===== src/cpt_pkg.sv =====
/*
 * Package for the eight-bit carrier/PWM timer: register addresses, field
 * positions, reset values, mode and clock-select codes, bus carrier struct.
 * Assumes an 8-bit on-chip bus with 16-bit addresses.
 */
package cpt_pkg;

    // ****************************************************************
    // Register addresses
    // ****************************************************************
    localparam logic [15:0] ADDR_CYCLE_COMPARE   = 16'hff1a;
    localparam logic [15:0] ADDR_DUTY_COMPARE    = 16'hff1b;
    localparam logic [15:0] ADDR_TIMER_MODE_CTRL = 16'hff6c;
    localparam logic [15:0] ADDR_CARRIER_CONTROL = 16'hff71;

    localparam logic [7:0]  REG_RESET            = 8'h00;
    localparam logic [7:0]  COUNT_ZERO           = 8'h00;
    localparam logic [7:0]  COUNT_ONE            = 8'h01;

    // ****************************************************************
    // Field positions
    // ****************************************************************
    localparam int MODE_ENABLE_BIT   = 7;
    localparam int MODE_CKS_HI       = 6;
    localparam int MODE_CKS_LO       = 4;
    localparam int MODE_MD_HI        = 3;
    localparam int MODE_MD_LO        = 2;
    localparam int MODE_LEVEL_BIT    = 1;
    localparam int MODE_OE_BIT       = 0;
    localparam int CARR_SELECT_BIT   = 2;
    localparam int CARR_REMOTE_BIT   = 1;
    localparam int CARR_STATUS_BIT   = 0;
    localparam logic [7:0] CARR_WRITE_MASK = 8'h06;

    // ****************************************************************
    // Codes
    // ****************************************************************
    localparam logic [1:0] MODE_INTERVAL = 2'h0;
    localparam logic [1:0] MODE_CARRIER  = 2'h1;
    localparam logic [1:0] MODE_PWM      = 2'h2;

    // Prescaler taps for codes 1..4 on peripheral clock, 5..6 on low-speed
    localparam int PRS_DIV_W  = 12;
    localparam int PRS_TAP_1  = 2;
    localparam int PRS_TAP_2  = 4;
    localparam int PRS_TAP_3  = 6;
    localparam int PRS_TAP_4  = 12;
    localparam int LS_DIV_W   = 9;
    localparam int LS_TAP_5   = 7;
    localparam int LS_TAP_6   = 9;

    typedef struct packed {
        logic        wr;
        logic        rd;
        logic [15:0] addr;
        logic [7:0]  wdata;
    } cpt_bus_t;

endpackage : cpt_pkg


===== src/cpt_timer.sv =====
/*
 * Eight-bit timer with interval (square-wave output), PWM and carrier modes.
 * Assumes the bus strobes are single-cycle and synchronous to clk, the
 * low-speed clock arrives as a one-cycle enable tick, and the companion
 * interrupt is a synchronous level.
 */
// Behaviour
// Counter equal to cycle compare raises interrupt and toggles output.
// Software changes cycle compare only while disabled.
// Reset clears cycle, duty, mode and carrier registers to zero.
// PWM duty match toggles output without interrupt.
// Carrier mode duty match raises interrupt and clears counter.
// Duty writes while counting wait until match with old value.
// Duty match colliding with duty write keeps old value.
// Software rewrites duty compare on each restart in PWM or carrier.
// Enable zero stops and clears counter; one counts on count clocks.
// Clock select picks peripheral or low-speed divided count clock.
// Mode field selects interval, carrier or PWM; code three prohibited.
// Default output level bit sets the idle output level.
// Output enable bit gates the timer output.
// Software leaves mode bits unchanged while enabled.
// Carrier count clock must exceed six times companion clock.
// Remote and carrier-select bits gate output from companion rising edge.
// Carrier status reads zero while disabled; output held low.
// Carrier control bits seven to three read zero.
// Carrier status is read-only, reads one while carrier output enabled.
// PWM cycle match clears, interrupts, goes active, swaps compare.
// Clearing enable returns interrupt and output to default levels.
// Counter increments on each count clock, compared every cycle; code compares only on count clock ticks.
// Level, clock-select and mode settings are held fixed while counting.
`timescale 1ns/1ps
module cpt_timer
(
    input  wire logic             clk,
    input  wire logic             rst_n,
    input  wire cpt_pkg::cpt_bus_t bus,
    output logic [7:0]            rdata,
    input  wire logic             low_speed_tick,
    input  wire logic             companion_interrupt,
    output logic                  timer_interrupt,
    output logic                  timer_output,
    output logic                  carrier_output
);
    import cpt_pkg::*;

    logic [7:0]          cycle_compare_reg;
    logic [7:0]          duty_compare_reg;
    logic [7:0]          duty_pending_reg;
    logic                duty_pending_valid_reg;
    logic [7:0]          timer_mode_control_reg;
    logic [7:0]          carrier_control_reg;
    logic [7:0]          counter_reg;
    logic                level_reg;
    logic                compare_duty_reg;
    logic                interrupt_reg;
    logic                companion_prev_reg;
    logic                status_reg;
    logic [PRS_DIV_W-1:0] prs_div_reg;
    logic [LS_DIV_W-1:0]  ls_div_reg;
    logic                count_tick;
    logic                count_enable;
    logic [2:0]          clk_sel;
    logic [1:0]          mode;
    logic                cycle_match;
    logic                duty_match;
    logic                duty_write;
    logic                companion_rise;
    logic                carrier_pulse;

    function automatic logic is_write(input cpt_bus_t b, input logic [15:0] a);
        return b.wr && (b.addr == a);
    endfunction : is_write

    assign count_enable = timer_mode_control_reg[MODE_ENABLE_BIT];
    assign clk_sel      = timer_mode_control_reg[MODE_CKS_HI:MODE_CKS_LO];
    // mode decode
    assign mode         = timer_mode_control_reg[MODE_MD_HI:MODE_MD_LO];
    assign duty_write   = is_write(bus, ADDR_DUTY_COMPARE);

    // ****************************************************************
    // Register writes
    // ****************************************************************
    // reset clears
    // cycle compare writes
    always_ff @(posedge clk)
    begin
        if (!rst_n)
            cycle_compare_reg <= REG_RESET;
        else if (is_write(bus, ADDR_CYCLE_COMPARE))
            cycle_compare_reg <= bus.wdata;
    end

    // settings frozen
    // only enable may change
    always_ff @(posedge clk)
    begin
        if (!rst_n)
            timer_mode_control_reg <= REG_RESET;
        else if (is_write(bus, ADDR_TIMER_MODE_CTRL))
        begin
            if (count_enable)
                timer_mode_control_reg[MODE_ENABLE_BIT] <= bus.wdata[MODE_ENABLE_BIT];
            else
                timer_mode_control_reg <= bus.wdata;
        end
    end

    // upper bits zero
    always_ff @(posedge clk)
    begin
        if (!rst_n)
            carrier_control_reg <= REG_RESET;
        else if (is_write(bus, ADDR_CARRIER_CONTROL))
            carrier_control_reg <= bus.wdata & CARR_WRITE_MASK;
    end

    // ****************************************************************
    // Duty compare with holding latch
    // ****************************************************************
    // latched while counting
    // collision keeps old value
    always_ff @(posedge clk)
    begin
        if (!rst_n)
        begin
            duty_compare_reg       <= REG_RESET;
            duty_pending_reg       <= REG_RESET;
            duty_pending_valid_reg <= 1'b0;
        end
        else if (!count_enable)
        begin
            if (duty_write)
                duty_compare_reg <= bus.wdata;
            duty_pending_valid_reg <= 1'b0;
        end
        else if (duty_match)
        begin
            if (duty_pending_valid_reg && !duty_write)
                duty_compare_reg <= duty_pending_reg;
            if (!duty_write)
                duty_pending_valid_reg <= 1'b0;
        end
        else if (duty_write)
        begin
            duty_pending_reg       <= bus.wdata;
            duty_pending_valid_reg <= 1'b1;
        end
    end

    // ****************************************************************
    // Count clock
    // ****************************************************************
    always_ff @(posedge clk)
    begin
        if (!rst_n)
            prs_div_reg <= '0;
        else
            prs_div_reg <= prs_div_reg + PRS_DIV_W'(1);
    end

    always_ff @(posedge clk)
    begin
        if (!rst_n)
            ls_div_reg <= '0;
        else if (low_speed_tick)
            ls_div_reg <= ls_div_reg + LS_DIV_W'(1);
    end

    // clock select
    always_comb
    begin
        case (clk_sel)
            3'h0:    count_tick = 1'b1;
            3'h1:    count_tick = (prs_div_reg[PRS_TAP_1-1:0] == '0);
            3'h2:    count_tick = (prs_div_reg[PRS_TAP_2-1:0] == '0);
            3'h3:    count_tick = (prs_div_reg[PRS_TAP_3-1:0] == '0);
            3'h4:    count_tick = (prs_div_reg[PRS_TAP_4-1:0] == '0);
            3'h5:    count_tick = low_speed_tick && (ls_div_reg[LS_TAP_5-1:0] == '0);
            3'h6:    count_tick = low_speed_tick && (ls_div_reg[LS_TAP_6-1:0] == '0);
            default: count_tick = low_speed_tick;
        endcase
    end

    // ****************************************************************
    // Counter and compare
    // ****************************************************************
    // compare on count ticks
    assign cycle_match = count_enable && count_tick && !compare_duty_reg && (counter_reg == cycle_compare_reg);
    assign duty_match  = count_enable && count_tick && compare_duty_reg && (counter_reg == duty_compare_reg);

    // stop clears counter
    // carrier duty match clears
    always_ff @(posedge clk)
    begin
        if (!rst_n || !count_enable)
            counter_reg <= COUNT_ZERO;
        else if (cycle_match || (duty_match && mode == MODE_CARRIER))
            counter_reg <= COUNT_ZERO;
        else if (count_tick)
            counter_reg <= counter_reg + COUNT_ONE;
    end

    // compare swap
    // carrier alternates compares
    always_ff @(posedge clk)
    begin
        if (!rst_n || !count_enable || (mode != MODE_PWM && mode != MODE_CARRIER))
            compare_duty_reg <= 1'b0;
        else if (cycle_match)
            compare_duty_reg <= 1'b1;
        else if (duty_match)
            compare_duty_reg <= 1'b0;
    end

    // cycle match interrupt
    // no PWM duty interrupt
    // stop returns defaults
    always_ff @(posedge clk)
    begin
        if (!rst_n || !count_enable)
            interrupt_reg <= 1'b0;
        else
            interrupt_reg <= cycle_match || (duty_match && mode == MODE_CARRIER);
    end

    // cycle match toggles
    // duty match toggles
    // output back to idle
    always_ff @(posedge clk)
    begin
        if (!rst_n || !count_enable)
            level_reg <= 1'b0;
        else if (cycle_match || duty_match)
            level_reg <= !level_reg;
    end

    // idle level
    // output gate
    always_ff @(posedge clk)
    begin
        if (!rst_n)
            timer_output <= 1'b0;
        else if (!timer_mode_control_reg[MODE_OE_BIT])
            timer_output <= 1'b0;
        else
            timer_output <= level_reg ^ timer_mode_control_reg[MODE_LEVEL_BIT];
    end

    assign timer_interrupt = interrupt_reg;

    // ****************************************************************
    // Carrier gating
    // ****************************************************************
    assign companion_rise = companion_interrupt && !companion_prev_reg;

    always_ff @(posedge clk)
    begin
        if (!rst_n)
            companion_prev_reg <= 1'b0;
        else
            companion_prev_reg <= companion_interrupt;
    end

    // enable at companion edge
    // status follows request
    always_ff @(posedge clk)
    begin
        if (!rst_n)
            status_reg <= 1'b0;
        else if (companion_rise)
            status_reg <= carrier_control_reg[CARR_REMOTE_BIT];
    end

    assign carrier_pulse = level_reg ^ timer_mode_control_reg[MODE_LEVEL_BIT];

    // disabled holds low
    always_ff @(posedge clk)
    begin
        if (!rst_n || !status_reg)
            carrier_output <= 1'b0;
        else if (carrier_control_reg[CARR_SELECT_BIT])
            carrier_output <= carrier_pulse;
        else
            carrier_output <= 1'b1;
    end

    // ****************************************************************
    // Read data
    // ****************************************************************
    // status read-only
    always_ff @(posedge clk)
    begin
        if (!rst_n)
            rdata <= REG_RESET;
        else if (bus.rd)
        begin
            case (bus.addr)
                ADDR_CYCLE_COMPARE:   rdata <= cycle_compare_reg;
                ADDR_DUTY_COMPARE:    rdata <= duty_pending_valid_reg ? duty_pending_reg : duty_compare_reg;
                ADDR_TIMER_MODE_CTRL: rdata <= timer_mode_control_reg;
                ADDR_CARRIER_CONTROL: rdata <= {carrier_control_reg[7:1], status_reg};
                default:              rdata <= REG_RESET;
            endcase
        end
    end

endmodule : cpt_timer


===== config.mk =====
export PLATFORM = sky130hd
export DESIGN_NAME = cpt_timer
export DESIGN_NICKNAME = d
export VERILOG_FILES = /design/src/cpt_pkg.sv /design/src/cpt_timer.sv
export SDC_FILE = /design/constraint.sdc
export NUM_CORES = 1
export LEC_CHECK = 0
export BUFFER_PORTS_ARGS = -buffer_cell sky130_fd_sc_hd__buf_2
export CAP_MARGIN = 15
export CORE_MARGIN = 2
export CORE_UTILIZATION = 64
export DETAILED_ROUTE_END_ITERATION = 16
export GPL_ROUTABILITY_DRIVEN = 1
export PLACE_DENSITY = 0.89
export REMOVE_ABC_BUFFERS = 1
export SYNTH_ARGS = -nofsm -noshare
export SYNTH_HDL_FRONTEND = slang
export SYNTH_SLANG_ARGS = --single-unit

===== constraint.sdc =====
create_clock -name clk -period 6.5 [get_ports clk]
set_clock_uncertainty 0.1 [all_clocks]
set_input_delay 0.65 -clock clk [delete_from_list [all_inputs] [get_ports clk]]
set_output_delay 0.65 -clock clk [all_outputs]
set_load 0.01 [all_outputs]

==> results of run 1 <==
-- worst max-delay path: stages --
cell and delay, ns:
buf_2 0.11, nand2b_1 0.15, nor4b_1 0.60, nand4_1 0.54, a21oi_2 0.66, mux2i_1 0.27
-- report_power, final --
part | internal (W) | leakage (nW) | switching (W)
clock | 0.000182 | 0.0985 | 0.000189
combinational | 0.0000212 | 1.15 | 0.0000270
sequential | 0.000487 | 0.637 | 0.00000317
-- cells by family after synthesis --
group,count (synthesis)
adders and majority gates,6
muxes,46
and+or+nand+nor,211
DFF,79
buffers and inverters,42
xor gates and xnor gates,33
AOI/OAI and AO/OA,68
-- placed cells by master, fill, tap and decap left out, types with 6 or more instances in the layout --
cell and count:
nand2_1 49, dfxtp_1 79, ha_1 6, xor2_1 18, a22o_1 8, o21ai_0 9, nor3_1 7, xnor2_1 15
o2111ai_1 12, buf_2 40, o22a_1 8, inv_1 14, nor2_1 7, or4_1 9, nor2b_1 26, clkbuf_8 9
and3_1 7, nand4_1 13, a211oi_1 8, mux2i_1 38, mux2_2 8, or3_1 10, nand3_1 35, and2_1 16
-- path summary, 6_finish.rpt --
check,startpoint,end
min reg2reg,prs_div_reg[0]$_SDFF_PN0_,prs_div_reg[0]$_SDFF_PN0_
max,bus[10],duty_pending_reg[7]$_SDFFE_PN0P_
max reg2reg,counter_reg[0]$_SDFFE_PP0N_,duty_compare_reg[6]$_SDFFE_PN0P_
min,prs_div_reg[0]$_SDFF_PN0_,prs_div_reg[0]$_SDFF_PN0_
-- synthesized netlist by cell type, types with 3 or more instances --
library cell / number
dfxtp_1: 79
nand2_1: 49
mux2i_1: 38
nand3_1: 35
nor2b_1: 26
clkbuf_1: 22
xor2_1: 18
and2_1: 16
xnor2_1: 15
inv_1: 14
nand4_1: 13
o2111ai_1: 12
or3_1: 10
o21ai_0: 9
or4_1: 9
a211oi_1: 8
a22o_1: 8
mux2_2: 8
o22a_1: 8
and3_1: 7
nor2_1: 7
nor3_1: 7
ha_1: 6
nor4_1: 6
a21boi_0: 5
nand4b_1: 5
o221ai_1: 5
buf_1: 4
nor4b_1: 4
nand2b_1: 3
nand4bb_1: 3
-- stage by stage --
step                total power, W  cell area [um2]  setup slack [ns]  std cells  utilization
global route             0.0009430             4725             3.466        592       0.7315
finish                   0.0009088             4725             3.675        592       0.7315
floorplan                0.0005224             4210             3.313        457            -
CTS                      0.0009115             4725             3.733        592       0.7315
global placement         0.0005464             4528             3.521        576       0.7011
detailed placement       0.0005488             4528             3.367        576       0.7011
-- cell type report --
cell class,count,area (um2)
repair buffers,42,215.2
clock inverters,5,65.06
inverters,14,52.55
multi-input cells,364,2582
well taps,77,96.34
flip-flops and latches,79,1582
clock buffers,11,131.4
fillers,480,1734
-- metal layers --
metal  vias up  share of wire  track usage
met5         -              0            0
met2       197           0.47       0.4736
met4         0          0.014      0.09659
met3        16          0.090      0.06952
li1       1834              -            -
met1      1839           0.43       0.3922
==> run metrics, run 1 <==
hpwl dp 7292 um; ANT cells 0; crit path time final 2.825 ns; Hold Path Depth 1; routability cong. 0.9012; clock slew at reported path FFs 0.08 ns; Starting Density 0.6695; Yosys top cell area share 0.3657; Core ar. 6459 um2; Syn-to-layout area delta 9.259%; WL/cell 17.58 um; Fmax 354.0 MHz; syn avg cell area 8.916 um2; H-tree levels 3; Setup CP Type input pin to register; number of CTS-inserted buffers 9; final hold viol count 0; Die Width 86.20 um; register-to-register setup slack 3.73 ns; Hold WS 0.3714 ns; largest family of logic cells by synthesized area simple AND/OR/NAND/NOR gates; DIE HEIGHT 86.20 um; clk_lat worst skew 0.35 ns; RSZ-0062 raised after global routing no; EDFF count, synth 0; Hold WC Path Type register to register; Post-Synth Simple-Gate Area 0.2784; slew at the pin closest to its max-slew limit 0.9686 ns; CTS root buf clkbuf_8; die area 7430 um2; DRT iter0 DRCs 386; Synth Flop Type dfxtp_1; critical path data arrival time 3.00 ns; Buffers on Ports 40; Relative slew margins 0.3483; CTS resizes 0; xor/xnor share of the synthesized area 0.06684; Post-CTS Setup Bufs 0; nets@finish 546; CP Capture Type register; number of max-cap violations 0; vias in the first global route 3580; # setup viols final 0; Peak VDD IR 0.1357 mV; Pleak 1.887 nW; Final ANT Viol Nets 0; cells on worst reg2reg path 5; initial antenna violation count 0; # IOs 41; outcome complete, no violations; Mapped Cells 485; count of pins over their slew limit 0; pwr dens 192.3 nW/um2; CTS max path bufs 2; Tcrit/Tclk final 0.4346; Adder-Cell Fraction of Synth Area 0.01736; post-synthesis mux area share 0.1088; DRT Wirelength 10410 um; 1st-pass router iterations 5; CTS tree done; Final TNS setup 0 ns; pin count of the biggest net entering global routing 89; Worst EP required 6.68 ns; Cell Area, Synth 4324 um2; most area-consuming cells after synthesis dfxtp_1 (37%), mux2i_1 (8.8%), nand2_1 (4.3%), nand3_1 (4.1%), nor2b_1 (3.8%); total clock sinks 79; Worst Setup Start Kind input pin; FF+latch count, synth 79; post-synthesis compound-gate area fraction 0.1244; YS warnings 0; first-pass GRT wire length 17390 um; layout cell share with drive strength beyond 1 0.1320; row count 29; max reg flops 12; Synth area leader dfxtp_1; Vias 3886; Netlist cell types 51; ys async rst share 0; sequential share of the synthesized area 0.3657; # DRC 0; Via density 6.564; CTS hold repair buffers 0; Global Route Usage Sum 0.2943; gr ovfl total 0; crit-path max FO 9
No activity file was read; power rests on OpenSTA's default activity.
==> run 2: changes to the inputs <==
Settings changed: CORE_UTILIZATION 64 to 59, PLACE_DENSITY 0.89 to 0.83.
Clock period 6.5 ns to 2.7 ns, I/O delays scaled along.
==> run 2 against run 1 <==
Against the previous run: count of clock-buffer cells in the layout decreased by 1; hold slack got worse by 0.34 ns; routed wire length unchanged; critical path depth unchanged; clock power increased to 3.0 times the previous value; core utilization decreased by 4.5 points; register-to-register slack got worse by 3.6 ns; critical path type is now register to register.
==> run metrics, run 2 (same netlist as run 1, synthesis figures left out) <==
CTS tree done; Die Width 89.61 um; first-pass GRT wire length 16840 um; multi-input logic area 2584 um2; crit path time final 2.548 ns; slew at the pin closest to its max-slew limit 0.7318 ns; final hold viol count 0; Final ANT Viol Nets 0; Worst Setup Start Kind register; DRT iter0 DRCs 353; area post-placement 4668 um2; Tcrit/Tclk final 0.9436; fin util 0.6861; Relative slew margins 0.5122; most frequent CP cell or4_1; slowest CP cell or4_4; number of CTS-inserted buffers 9; DIE HEIGHT 89.61 um; total clock sinks 79; most common cell after layout, fill and taps aside dfxtp_1; Global Route Usage Sum 0.2701; WL/cell 16.54 um; critical path data arrival time 2.75 ns; Syn-to-layout area delta 13.86%; row count 31; die area 8030 um2; Vias 3816; RSZ-0062 raised after global routing no; Via density 6.067; Hold WC Path Type input pin to register; Core ar. 7176 um2; clock slew at reported path FFs 0.09 ns; Starting Density 0.6026; Peak VDD IR 0.3744 mV; Buffers on Ports 40; ANT cells 0; # DRC 0; register area 1582 um2; Max stage delay on crit path 0.52 ns; pwr dens 487.8 nW/um2; Filler cells 564; crit-path max FO 16; layout cell share with drive strength beyond 1 0.1623; Fmax 392.5 MHz; number of max-cap violations 0; routability cong. 0.9374; hold_sp companion_interrupt; vias in the first global route 3651; crit path from counter_reg[5]$_SDFFE_PP0N_; DRT Wirelength 10410 um; commonest non-fill, non-tap cells in the layout dfxtp_1 (79), nand2_1 (49), buf_2 (40), mux2i_1 (38), nand3_1 (35); Finished Cell Area 4923 um2; initial antenna violation count 0; CP Capture Type register; # setup viols final 0; hpwl dp 7520 um; clk_lat worst skew 0.36 ns; crit-path cells xor2_1 -> or4_4 -> or4_1 -> buf_4 -> or4_1 -> nand3_1; Setup CP Type register to register; outcome complete, no violations; nets@finish 561; # IOs 41; Worst EP required 2.90 ns; 1st-pass router iterations 5; Post-CTS Setup Bufs 0; H-tree levels 3; max reg flops 12; count of pins over their slew limit 0; worst r2r src counter_reg[5]$_SDFFE_PP0N_; CTS root buf clkbuf_8; gr ovfl total 0; pin count of the biggest net entering global routing 36; Pleak 1.989 nW; CTS max path bufs 2
## run 2: cell types whose count changed in the layout (fill, tap and decap cells not counted), sizes merged
cell / previous run / this run
inv: 16 / 15
buf: 42 / 57
bufinv: 1 / 3
clkbuf: 11 / 10
## run 2: path summary, 6_finish.rpt
path / depth (start not counted) / slack [ns] / to
worst max-delay path: 6 / 0.15 / duty_compare_reg[6]$_SDFFE_PN0P_
worst max register to register: 6 / 0.15 / duty_compare_reg[6]$_SDFFE_PN0P_
worst min-delay path: 2 / 0.03 / companion_prev_reg$_SDFF_PN0_
worst min register to register: 1 / 0.38 / carrier_output$_SDFF_PP0_
## run 2: area by class of cell
type	instances	share of cell area
Multi-Input combinational cell	364	0.5248
Sequential cell	79	0.3212
Timing Repair Buffer	57	0.06658
Clock buffer	10	0.02795
Tap cell	99	0.02516
Clock inverter	6	0.02363
Inverter	14	0.01067
## run 2: power breakdown
group          total, W  internal [W]  leakage, nW  switching, W
clock           0.00111      0.000646        0.127      0.000460
combinational  0.000116     0.0000528         1.22     0.0000632
sequential      0.00118       0.00117        0.637    0.00000806
total           0.00240       0.00187         1.99      0.000531
## run 2: layer usage
layer	wire [um]	part of all wire	global-route usage
met1	4616	0.44	0.3362
met2	4986	0.48	0.4586
met3	575	0.055	0.04205
met4	227	0.022	0.1248
met5	0	0	0
## run 2: worst max-delay path: cells and delay by family, from the launching register on
kind	cells	cell delay, ns
buf+inv	1	0.21
flops	1	0.36
xor+xnor	1	0.17
simple gates	4	1.65
## run 2: timing repair
action                                  CTS  global route
hold buffers                              0             0
endpoints found under the setup margin    0             4
resized for setup                         0             1
hold endpoints to repair                  0             0
## run 2: metrics by stage
step	total power [W]	hold slack (ns)	instances	setup TNS [ns]	worst slack, ns
floorplan	0.001258	0.2917	457	-0.7532	-0.1074
global placement	0.001317	0.3521	613	0	0.2489
detailed placement	0.001323	0.3652	613	0	0.2145
CTS	0.002410	0.02089	629	0	0.1659
global route	0.002476	0.02683	629	0	0.05670
finish	0.002402	0.02732	629	0	0.1524
